`src/include/sscp_pkg.sv`:
```
// Package for the start synchronisation and cyclic pipeline block.
// Assumes a single 100 MHz system clock and a plain register port with word indices.
package sscp_pkg;

  // Register indices on the plain register port.
  localparam logic [7:0] ADDR_GLOBAL_SETTINGS  = 8'h00;
  localparam logic [7:0] ADDR_TRIGGER_SETTINGS = 8'h02;
  localparam logic [7:0] ADDR_GEARING_FACTOR   = 8'h12;
  localparam logic [7:0] ADDR_POS_COMPARE      = 8'h32;
  localparam logic [7:0] ADDR_TARGET_POSITION  = 8'h37;
  localparam logic [7:0] ADDR_STAGE_FIRST      = 8'h38;
  localparam logic [7:0] ADDR_STAGE_LAST       = 8'h3F;
  localparam logic [7:0] ADDR_PIPE_CONTROL     = 8'h40;
  localparam logic [7:0] ADDR_SYNC_STATUS      = 8'h41;

  // Field positions in trigger_settings.
  localparam int TS_BUSY_EN_POS    = 0;
  localparam int TS_START_POL_POS  = 1;
  localparam int TS_HOLD_LSB       = 8;
  localparam int TS_HOLD_W         = 8;
  localparam int TS_TIMER_LSB      = 16;
  localparam int TS_TIMER_W        = 16;

  // Field positions in the pipeline control register.
  localparam int PC_EN_LSB     = 0;
  localparam int PC_EN_W       = 4;
  localparam int PC_CYC_LSB    = 4;
  localparam int PC_WB_LSB     = 8;
  localparam int PC_WB_W       = 3;

  // Reset values.
  localparam logic [31:0] TRIGGER_SETTINGS_RST = 32'h0000_0000;
  localparam logic [31:0] PIPE_CONTROL_RST     = 32'h0000_0000;

  // Sync line state machine.
  typedef enum logic [3:0] {
    SS_IDLE   = 4'b0001,
    SS_BUSY   = 4'b0010,
    SS_WAIT   = 4'b0100,
    SS_STRONG = 4'b1000
  } sscp_sync_state_type;

endpackage

```
`src/hw/sscp_map.sv`:
```
// Pipeline mapping: first stage index and depth minus one (last stage offset) for each of the four targets.
// Assumes a four-bit target enable; targets ordered position, compare, gearing, global.
`timescale 1ns/10ps
module sscp_map (
  input  wire logic [3:0]  i_enable,
  output logic      [11:0] o_base,
  output logic      [11:0] o_depth
);

  // Walk enabled targets in order and share eight stages among them.
  always_comb
  begin
    logic [3:0] cnt;
    logic [3:0] dep_big;
    logic [3:0] dep_last;
    logic [3:0] pos;
    logic [3:0] idx;
    cnt = 4'(i_enable[0]) + 4'(i_enable[1]) + 4'(i_enable[2]) + 4'(i_enable[3]);
    dep_big = (cnt == 4'h1) ? 4'h8 : (cnt == 4'h2) ? 4'h4 : (cnt == 4'h3) ? 4'h3 : 4'h2;
    dep_last = (cnt == 4'h3) ? 4'h2 : dep_big;
    pos = 4'h0;
    idx = 4'h0;
    o_base = 12'h000;
    o_depth = 12'h000;
    for (int t = 0; t < 4; t++)
    begin
      if (i_enable[t])
      begin
        idx = idx + 4'h1;
        o_base[t*3 +: 3] = pos[2:0];
        o_depth[t*3 +: 3] = (idx == cnt) ? 3'(dep_last - 4'h1) : 3'(dep_big - 4'h1);
        pos = pos + ((idx == cnt) ? dep_last : dep_big);
      end
    end
  end

endmodule

```
`src/hw/sscp_top.sv`:
```
// Start synchronisation over a shared line, plus the cyclic parameter pipeline.
// Assumes register strobes are one cycle long and never overlap.
//
// The address-and-strobe port was left to the implementer.
`timescale 1ns/10ps
// Functional notes
// Cyclic mode copies each target's value back into its own pipeline.
// Write-back may land on any stage of the pipeline, shortening the cycle.
// Write-back routing follows the select field and the active mapping.
// Each pipeline is cyclic or not; four targets give two stages each.
// Busy with sync enabled: drive the line strongly at inactive polarity.
// After own internal start, release the line to an input.
// While released, weakly drive the active polarity onto the line.
// Line active means all ready; then drive active strongly for hold cycles.
// After the strong phase, return to busy until next start.
// Software sets the sync enable bit in trigger_settings to use this.
// On internal start each enabled target loads from its mapped stage.
// Eight stage registers split into up to four segments.
// Four-bit enable picks targets; depths eight, four, three or two.
// Write-back takes the pre-update target value in the transfer cycle.
module sscp_top #(
  parameter int DATA_W = 32
) (
  input  wire logic              i_sys_clk,
  input  wire logic              i_rst_b,
  input  wire logic [7:0]        i_addr,
  input  wire logic [31:0]       i_wdata,
  input  wire logic              i_wr,
  input  wire logic              i_rd,
  output logic      [31:0]       o_rdata,
  input  wire logic              i_start_req,
  input  wire logic              i_sync_in,
  output logic                   o_sync_out,
  output logic                   o_sync_oe_b,
  output logic                   o_sync_weak,
  output logic                   o_start_pulse
);

  // Elaboration-time refusal of stage widths that the 32-bit port cannot carry.
  if (DATA_W < 1 || DATA_W > 32)
  begin : gen_bad_width
    $error("DATA_W must be 1 to 32");
  end

  logic [DATA_W-1:0] stage_q [8];
  logic [DATA_W-1:0] tgt_q   [4];
  logic [31:0]       trig_q;
  logic [31:0]       pctl_q;
  logic [11:0]       base;
  logic [11:0]       depth;
  logic [15:0]       timer_q;
  logic [7:0]        hold_q;
  logic              start;
  logic              busy_en;
  logic              act_pol;
  sscp_pkg::sscp_sync_state_type state_q;

  assign busy_en = trig_q[sscp_pkg::TS_BUSY_EN_POS];
  assign act_pol = trig_q[sscp_pkg::TS_START_POL_POS];

  ////////////////////////////////////////////////////////////////////////////////
  // Mapping of enabled targets to stage segments.
  sscp_map u_map (
    .i_enable (pctl_q[sscp_pkg::PC_EN_LSB +: sscp_pkg::PC_EN_W]),
    .o_base   (base),
    .o_depth  (depth)
  );

  ////////////////////////////////////////////////////////////////////////////////
  // Configuration registers.
  always_ff @(posedge i_sys_clk)
  begin
    if (!i_rst_b)
    begin
      trig_q <= sscp_pkg::TRIGGER_SETTINGS_RST;
      pctl_q <= sscp_pkg::PIPE_CONTROL_RST;
    end
    else if (i_wr)
    begin
      if (i_addr == sscp_pkg::ADDR_TRIGGER_SETTINGS)
        trig_q <= i_wdata;
      if (i_addr == sscp_pkg::ADDR_PIPE_CONTROL)
        pctl_q <= i_wdata;
    end
  end

  ////////////////////////////////////////////////////////////////////////////////
  // Internal start: a request arms the start timer; expiry makes the start pulse.
  always_ff @(posedge i_sys_clk)
  begin
    if (!i_rst_b)
      timer_q <= 16'h0000;
    else if (i_start_req && timer_q == 16'h0000)
      timer_q <= trig_q[sscp_pkg::TS_TIMER_LSB +: sscp_pkg::TS_TIMER_W] + 16'h0001;
    else if (timer_q != 16'h0000)
      timer_q <= timer_q - 16'h0001;
  end

  assign start = (timer_q == 16'h0001);

  always_ff @(posedge i_sys_clk)
  begin
    if (!i_rst_b)
      o_start_pulse <= 1'b0;
    else
      o_start_pulse <= start;
  end

  ////////////////////////////////////////////////////////////////////////////////
  // Stage and target registers, with transfer and cyclic write-back on start.
  always_ff @(posedge i_sys_clk)
  begin
    if (!i_rst_b)
    begin
      for (int s = 0; s < 8; s++)
        stage_q[s] <= '0;
      for (int t = 0; t < 4; t++)
        tgt_q[t] <= '0;
    end
    else
    begin
      if (i_wr && i_addr >= sscp_pkg::ADDR_STAGE_FIRST && i_addr <= sscp_pkg::ADDR_STAGE_LAST)
        stage_q[i_addr[2:0]] <= i_wdata[DATA_W-1:0];
      if (i_wr && i_addr == sscp_pkg::ADDR_TARGET_POSITION)
        tgt_q[0] <= i_wdata[DATA_W-1:0];
      if (i_wr && i_addr == sscp_pkg::ADDR_POS_COMPARE)
        tgt_q[1] <= i_wdata[DATA_W-1:0];
      if (i_wr && i_addr == sscp_pkg::ADDR_GEARING_FACTOR)
        tgt_q[2] <= i_wdata[DATA_W-1:0];
      if (i_wr && i_addr == sscp_pkg::ADDR_GLOBAL_SETTINGS)
        tgt_q[3] <= i_wdata[DATA_W-1:0];
      if (start)
      begin
        for (int t = 0; t < 4; t++)
        begin
          if (pctl_q[sscp_pkg::PC_EN_LSB + t])
          begin
            tgt_q[t] <= stage_q[base[t*3 +: 3]];
            // Offset in segment, clipped to depth, so write-back stays in own pipeline.
            if (pctl_q[sscp_pkg::PC_CYC_LSB + t])
              stage_q[3'(base[t*3 +: 3] + ((pctl_q[sscp_pkg::PC_WB_LSB +: 3] > depth[t*3 +: 3])
                ? depth[t*3 +: 3] : pctl_q[sscp_pkg::PC_WB_LSB +: 3]))] <= tgt_q[t];
          end
        end
      end
    end
  end

  ////////////////////////////////////////////////////////////////////////////////
  // Shared start line handling.
  always_ff @(posedge i_sys_clk)
  begin
    if (!i_rst_b)
    begin
      state_q <= sscp_pkg::SS_IDLE;
      hold_q  <= 8'h00;
    end
    else if (!busy_en)
      state_q <= sscp_pkg::SS_IDLE;
    else
    begin
      case (state_q)
        sscp_pkg::SS_IDLE:
          state_q <= sscp_pkg::SS_BUSY;
        sscp_pkg::SS_BUSY:
          if (start)
            state_q <= sscp_pkg::SS_WAIT;
        sscp_pkg::SS_WAIT:
          if (i_sync_in == act_pol)
          begin
            state_q <= sscp_pkg::SS_STRONG;
            hold_q  <= trig_q[sscp_pkg::TS_HOLD_LSB +: sscp_pkg::TS_HOLD_W];
          end
        sscp_pkg::SS_STRONG:
          if (hold_q <= 8'h01)
            state_q <= sscp_pkg::SS_BUSY;
          else
            hold_q <= hold_q - 8'h01;
        default:
          state_q <= sscp_pkg::SS_IDLE;
      endcase
    end
  end

  // Pin drive follows the state: strong inactive, weak active, strong active.
  always_ff @(posedge i_sys_clk)
  begin
    if (!i_rst_b)
    begin
      o_sync_out  <= 1'b0;
      o_sync_oe_b <= 1'b1;
      o_sync_weak <= 1'b0;
    end
    else
    begin
      o_sync_out  <= (state_q == sscp_pkg::SS_BUSY) ? !act_pol : act_pol;
      o_sync_oe_b <= !(state_q == sscp_pkg::SS_BUSY || state_q == sscp_pkg::SS_STRONG);
      o_sync_weak <= (state_q == sscp_pkg::SS_WAIT);
    end
  end

  ////////////////////////////////////////////////////////////////////////////////
  // Read port, data in the cycle after the strobe; unmapped reads give zero.
  always_ff @(posedge i_sys_clk)
  begin
    if (!i_rst_b)
      o_rdata <= 32'h0000_0000;
    else if (i_rd)
    begin
      o_rdata <= 32'h0000_0000;
      if (i_addr >= sscp_pkg::ADDR_STAGE_FIRST && i_addr <= sscp_pkg::ADDR_STAGE_LAST)
        o_rdata <= 32'(stage_q[i_addr[2:0]]);
      else
        case (i_addr)
          sscp_pkg::ADDR_TRIGGER_SETTINGS: o_rdata <= trig_q;
          sscp_pkg::ADDR_PIPE_CONTROL:     o_rdata <= pctl_q;
          sscp_pkg::ADDR_SYNC_STATUS:      o_rdata <= {28'h0000000, state_q};
          sscp_pkg::ADDR_TARGET_POSITION:  o_rdata <= 32'(tgt_q[0]);
          sscp_pkg::ADDR_POS_COMPARE:      o_rdata <= 32'(tgt_q[1]);
          sscp_pkg::ADDR_GEARING_FACTOR:   o_rdata <= 32'(tgt_q[2]);
          sscp_pkg::ADDR_GLOBAL_SETTINGS:  o_rdata <= 32'(tgt_q[3]);
          default:                         o_rdata <= 32'h0000_0000;
        endcase
    end
  end

  ////////////////////////////////////////////////////////////////////////////////
  // Checks.
  busy_drive_a: assert property (@(posedge i_sys_clk) disable iff (!i_rst_b)
    state_q == sscp_pkg::SS_BUSY |=> !o_sync_oe_b && o_sync_out == !$past(act_pol))
    else $error("busy line not driven inactive");
  release_a: assert property (@(posedge i_sys_clk) disable iff (!i_rst_b)
    state_q == sscp_pkg::SS_BUSY && busy_en && start |=> state_q == sscp_pkg::SS_WAIT)
    else $error("line not released on start");
  weak_drive_a: assert property (@(posedge i_sys_clk) disable iff (!i_rst_b)
    state_q == sscp_pkg::SS_WAIT |=> o_sync_weak && o_sync_oe_b)
    else $error("weak drive missing");
  strong_hold_a: assert property (@(posedge i_sys_clk) disable iff (!i_rst_b)
    state_q == sscp_pkg::SS_WAIT && busy_en && i_sync_in == act_pol
    |=> state_q == sscp_pkg::SS_STRONG)
    else $error("active level not followed");
  back_busy_a: assert property (@(posedge i_sys_clk) disable iff (!i_rst_b)
    state_q == sscp_pkg::SS_STRONG && busy_en && hold_q <= 8'h01
    |=> state_q == sscp_pkg::SS_BUSY)
    else $error("no return to busy");
  target_load_a: assert property (@(posedge i_sys_clk) disable iff (!i_rst_b)
    start && pctl_q[0] && !i_wr |=> tgt_q[0] == $past(stage_q[base[2:0]]))
    else $error("target not loaded");
  start_pulse_a: assert property (@(posedge i_sys_clk) disable iff (!i_rst_b)
    start |=> o_start_pulse ##1 !o_start_pulse) // start pulse one cycle after start, for one cycle
    else $error("start pulse wrong");
  map_base_a: assert property (@(posedge i_sys_clk) disable iff (!i_rst_b)
    pctl_q[3:0] == 4'hF |-> base == 12'hD10)
    else $error("four-way mapping wrong");

endmodule

```
`config.mk`:
```
export PLATFORM = sky130hd
export DESIGN_NAME = sscp_top
export DESIGN_NICKNAME = d
export VERILOG_FILES = /design/src/include/sscp_pkg.sv /design/src/hw/sscp_map.sv /design/src/hw/sscp_top.sv
export SDC_FILE = /design/constraint.sdc
export NUM_CORES = 2
export LEC_CHECK = 0
export ABC_AREA = 1
export CELL_PAD_IN_SITES_DETAIL_PLACEMENT = 2
export CELL_PAD_IN_SITES_GLOBAL_PLACEMENT = 2
export CORE_AREA = 4 4 348 350
export CTS_BUF_LIST = sky130_fd_sc_hd__clkbuf_2
export DETAILED_ROUTE_END_ITERATION = 6
export DIE_AREA = 0 0 352 354
export DONT_BUFFER_PORTS = 1
export PLACE_DENSITY_LB_ADDON = 0.12
export SLEW_MARGIN = 40
export SYNTH_ARGS = -nofsm -noshare
export SYNTH_HDL_FRONTEND = slang
export SYNTH_SLANG_ARGS = --single-unit
```
`constraint.sdc`:
```
create_clock -name i_sys_clk -period 8.6 [get_ports i_sys_clk]
set_input_delay 0.86 -clock i_sys_clk [delete_from_list [all_inputs] [get_ports i_sys_clk]]
set_output_delay 0.86 -clock i_sys_clk [all_outputs]
set_load 0.005 [all_outputs]
```
==> flow_summary.yaml <==
power_and_ir_drop:
  clkPwrFrac_pct: 38.4
  p_switching_mw: 2.26
  combPwrFrac_pct: 13.9
  intPower_mw: 3.84
  ir_worst_vdd_uv: 120
  p_per_area_mw_per_mm2: 130
  swShare_pct: 37.0
  pwr-share-seq_pct: 47.7
  leakagePower_nw: 21.5
drt:
  drt_iter0_markers: 8891
  ant_nets: 0
  dr.pass1.iters: 6
  routed_wl_mm: 307
  wl_per_cell_um: 36.0
  vias: 58800
  detail_route.vias_per_cell: 6.89
  drc: 0
worst_setup_path:
  worstPathMaxFanout: 38
  critPathKind: "reg2reg"
  worst_setup_path_end_kind: "register"
  crit_start: "pctl_q[0]"
  cp.required_ns: 9.93
  arrival_ns: 9.26
  r2r-start: "pctl_q[0]"
  critPathMaxStageDelay_ns: 0.74
  worst_setup_path_start_kind: "register"
  critPathSlowestCell: "dfxtp_1"
floorplan:
  die_area_mm2: 0.125
  die_h_um: 354
  initial_core_util_pct: 36.9
  fp-row-count: 126
  io_pins: 82
  die_w_um: 352
  coreArea_mm2: 0.118
job:
  maxCapViolations: 0
final_layout:
  syn2layout_area_growth_pct: 8.24
  fin_nets: 6908
  layout-drive-gt1-share_pct: 8.17
  final_util_pct: 40.0
  stdcell_count: 8533
logic_synthesis:
  synth_cell_type_count: 48
  synth_warnings: 0
  synth.largest_area_cell: "edfxtp_1"
  synth_flop_cell: "edfxtp_1"
  synth_cells: 7044
  async_flop_share_pct: 0
  synth_commonest_cells: "2484 x nand2_1, 981 x nand3_1, 536 x nor2_1"
  synth_seq_area_share_pct: 32.4
  syn_avg_cell_area_um2: 6.18
  ys_top_cells_by_area: "edfxtp_1 27%, nand2_1 21%, nand3_1 11%, dfxtp_1 5.9%, o21ai_0 5.8%"
  yosysMostFrequentCell: "nand2_1"
  syn_area_mm2: 0.0435
  synth_edf_count: 384
  synth_seq_cells: 512
  synth_nets: 7122
  yosysTopAreaCellShare_pct: 26.5
clock_tree:
  cts_sinks: 512
  cts_resized: 0
  root_buffer: "clkbuf_2"
  clk_latency_ns: 1.79
  path_clk_slew_ns: 0.09
  cts_tree: "yes"
  htreeDepth: 4
  cts-buffers-inserted: 166
  clk_path_buf_depth: 3
placed_design:
  detailed_place_hpwl_mm: 183
  place_inst: 8119
  port_buffers: 0
  pre_cts_ws_ns: 0.962
  routabilityCongestion: 0.964
worst_hold_path:
  hold_class: "in2reg"
  worstHoldStart: "i_sync_in"
timing:
  worstMarginPinSlew_ns: 1.27
  skew_ns: 0.167
  rsz0062_at_grt: "no"
  fin_setup_tns_ns: 0
  fmax_mhz: 126
  period_share_pct: 92.3
  layout_setup_ws_ns: 0.666
  maxSlewHeadroom_pct: 15.4
  period_minus_slack_ns: 7.93
  setup_viol: 0
  finalMaxSlewViolations: 0
  hold_violations: 0
global_route:
  grt_max_degree: 117
  grt_pass1_vias: 59000
  grt_pass1_wl_mm: 428
  grt_use_total_pct: 47.2
  grt_overflow: 0
  antenna_found_initial: 27
run_status:
  status: "finished, final reports clean"
worst max-delay path, delay by kind of cell (launching register included):
family | cells | cell delay, ns
AO/OA/AOI/OAI | 1 | 0.25
adder cells (fa/ha/maj) | 6 | 2.16
buffers and inverters | 6 | 1.06
flip-flops | 1 | 0.74
AND/OR/NAND/NOR | 13 | 3.36
flip-flops by register name, summed over array words and instances, names as in the netlist, 4 cells and up:
name     flops
trig_q      32
o_rdata     32
stage_q    256
hold_q       8
timer_q     16
tgt_q      128
pctl_q      32
state_q      4
area by class of cell:
type | instances | area [µm²]
tap | 1536 | 1920
inverter | 490 | 1860
clock buffer | 256 | 1280
multi-input combinational | 5414 | 25400
antenna | 34 | 85.1
clock inverter | 45 | 278
sequential | 512 | 14100
timing repair buffer | 246 | 2200
fill | 14700 | 70700
logic make-up (layout without fill, tap and decap cells):
logic type                 after synthesis  in the layout  synth area share, %
other                                    0             34                    0
DFF                                    512            512                 32.4
xor gates and xnor gates                23             23                0.463
buffers and inverters                 1118           1037                 10.2
AOI/OAI and AO/OA                     1135           1135                 15.2
and+or+nand+nor                       4224           4224                 40.7
adders and majority gates               32             32                 1.02
metrics by stage:
step | instance area, µm² | total power, mW | hold WS, ns
6_report | 47100 | 6.10 | 0.203
5_1_grt | 47000 | 6.28 | 0.138
4_1_cts | 46900 | 6.02 | 0.000380
3_5_place_dp | 44600 | 3.63 | 0.493
3_3_place_gp | 44500 | 3.60 | 0.473
2_1_floorplan | 43500 | 3.34 | 0.445
per-layer routing:
layer	up-vias	global-route usage [%]	wire length, µm
met5	-	0	54
met4	8	35.0	26600
met3	1493	15.5	42100
met2	4847	69.3	127000
met1	29300	57.7	112000
li1	23200	-	-
cell usage in the layout (no fill, tap or decap), types with 67 or more instances in the layout:
master and instances:
nand2_1 2472, nand3_1 961, nor2_1 517, o21ai_0 504
inv_1 453, edfxtp_1 384, clkbuf_2 256, a21oi_1 235
o211ai_1 210, nand4_1 162, buf_4 149, dfxtp_1 128
dlygate4sd3_1 69, a31oi_1 67
timing repair:
action                                 4_1_cts  5_1_grt
setup endpoints to repair                    0        0
endpoints found under the hold margin      662       30
buffers inserted                             0        0
hold buffers                                72        5
final timing paths:
kind / slack, ns / cells after the start / to
worst max-delay path: 0.67 / 26 / stage_q[6][16]
worst min-delay path: 0.20 / 6 / state_q[3]
worst max register to register: 0.67 / 26 / stage_q[6][16]
worst min register to register: 0.51 / 2 / hold_q[2]
power groups by stage:
stage | clock (mW) | sequential [mW] | combinational, mW
2_1_floorplan | 0 | 2.87 | 0.469
3_3_place_gp | 0 | 2.95 | 0.656
6_report | 2.34 | 2.91 | 0.847
5_1_grt | 2.47 | 2.91 | 0.891
4_1_cts | 2.33 | 2.90 | 0.791
3_5_place_dp | 0 | 2.95 | 0.682
(Power assumes the default switching activity.)
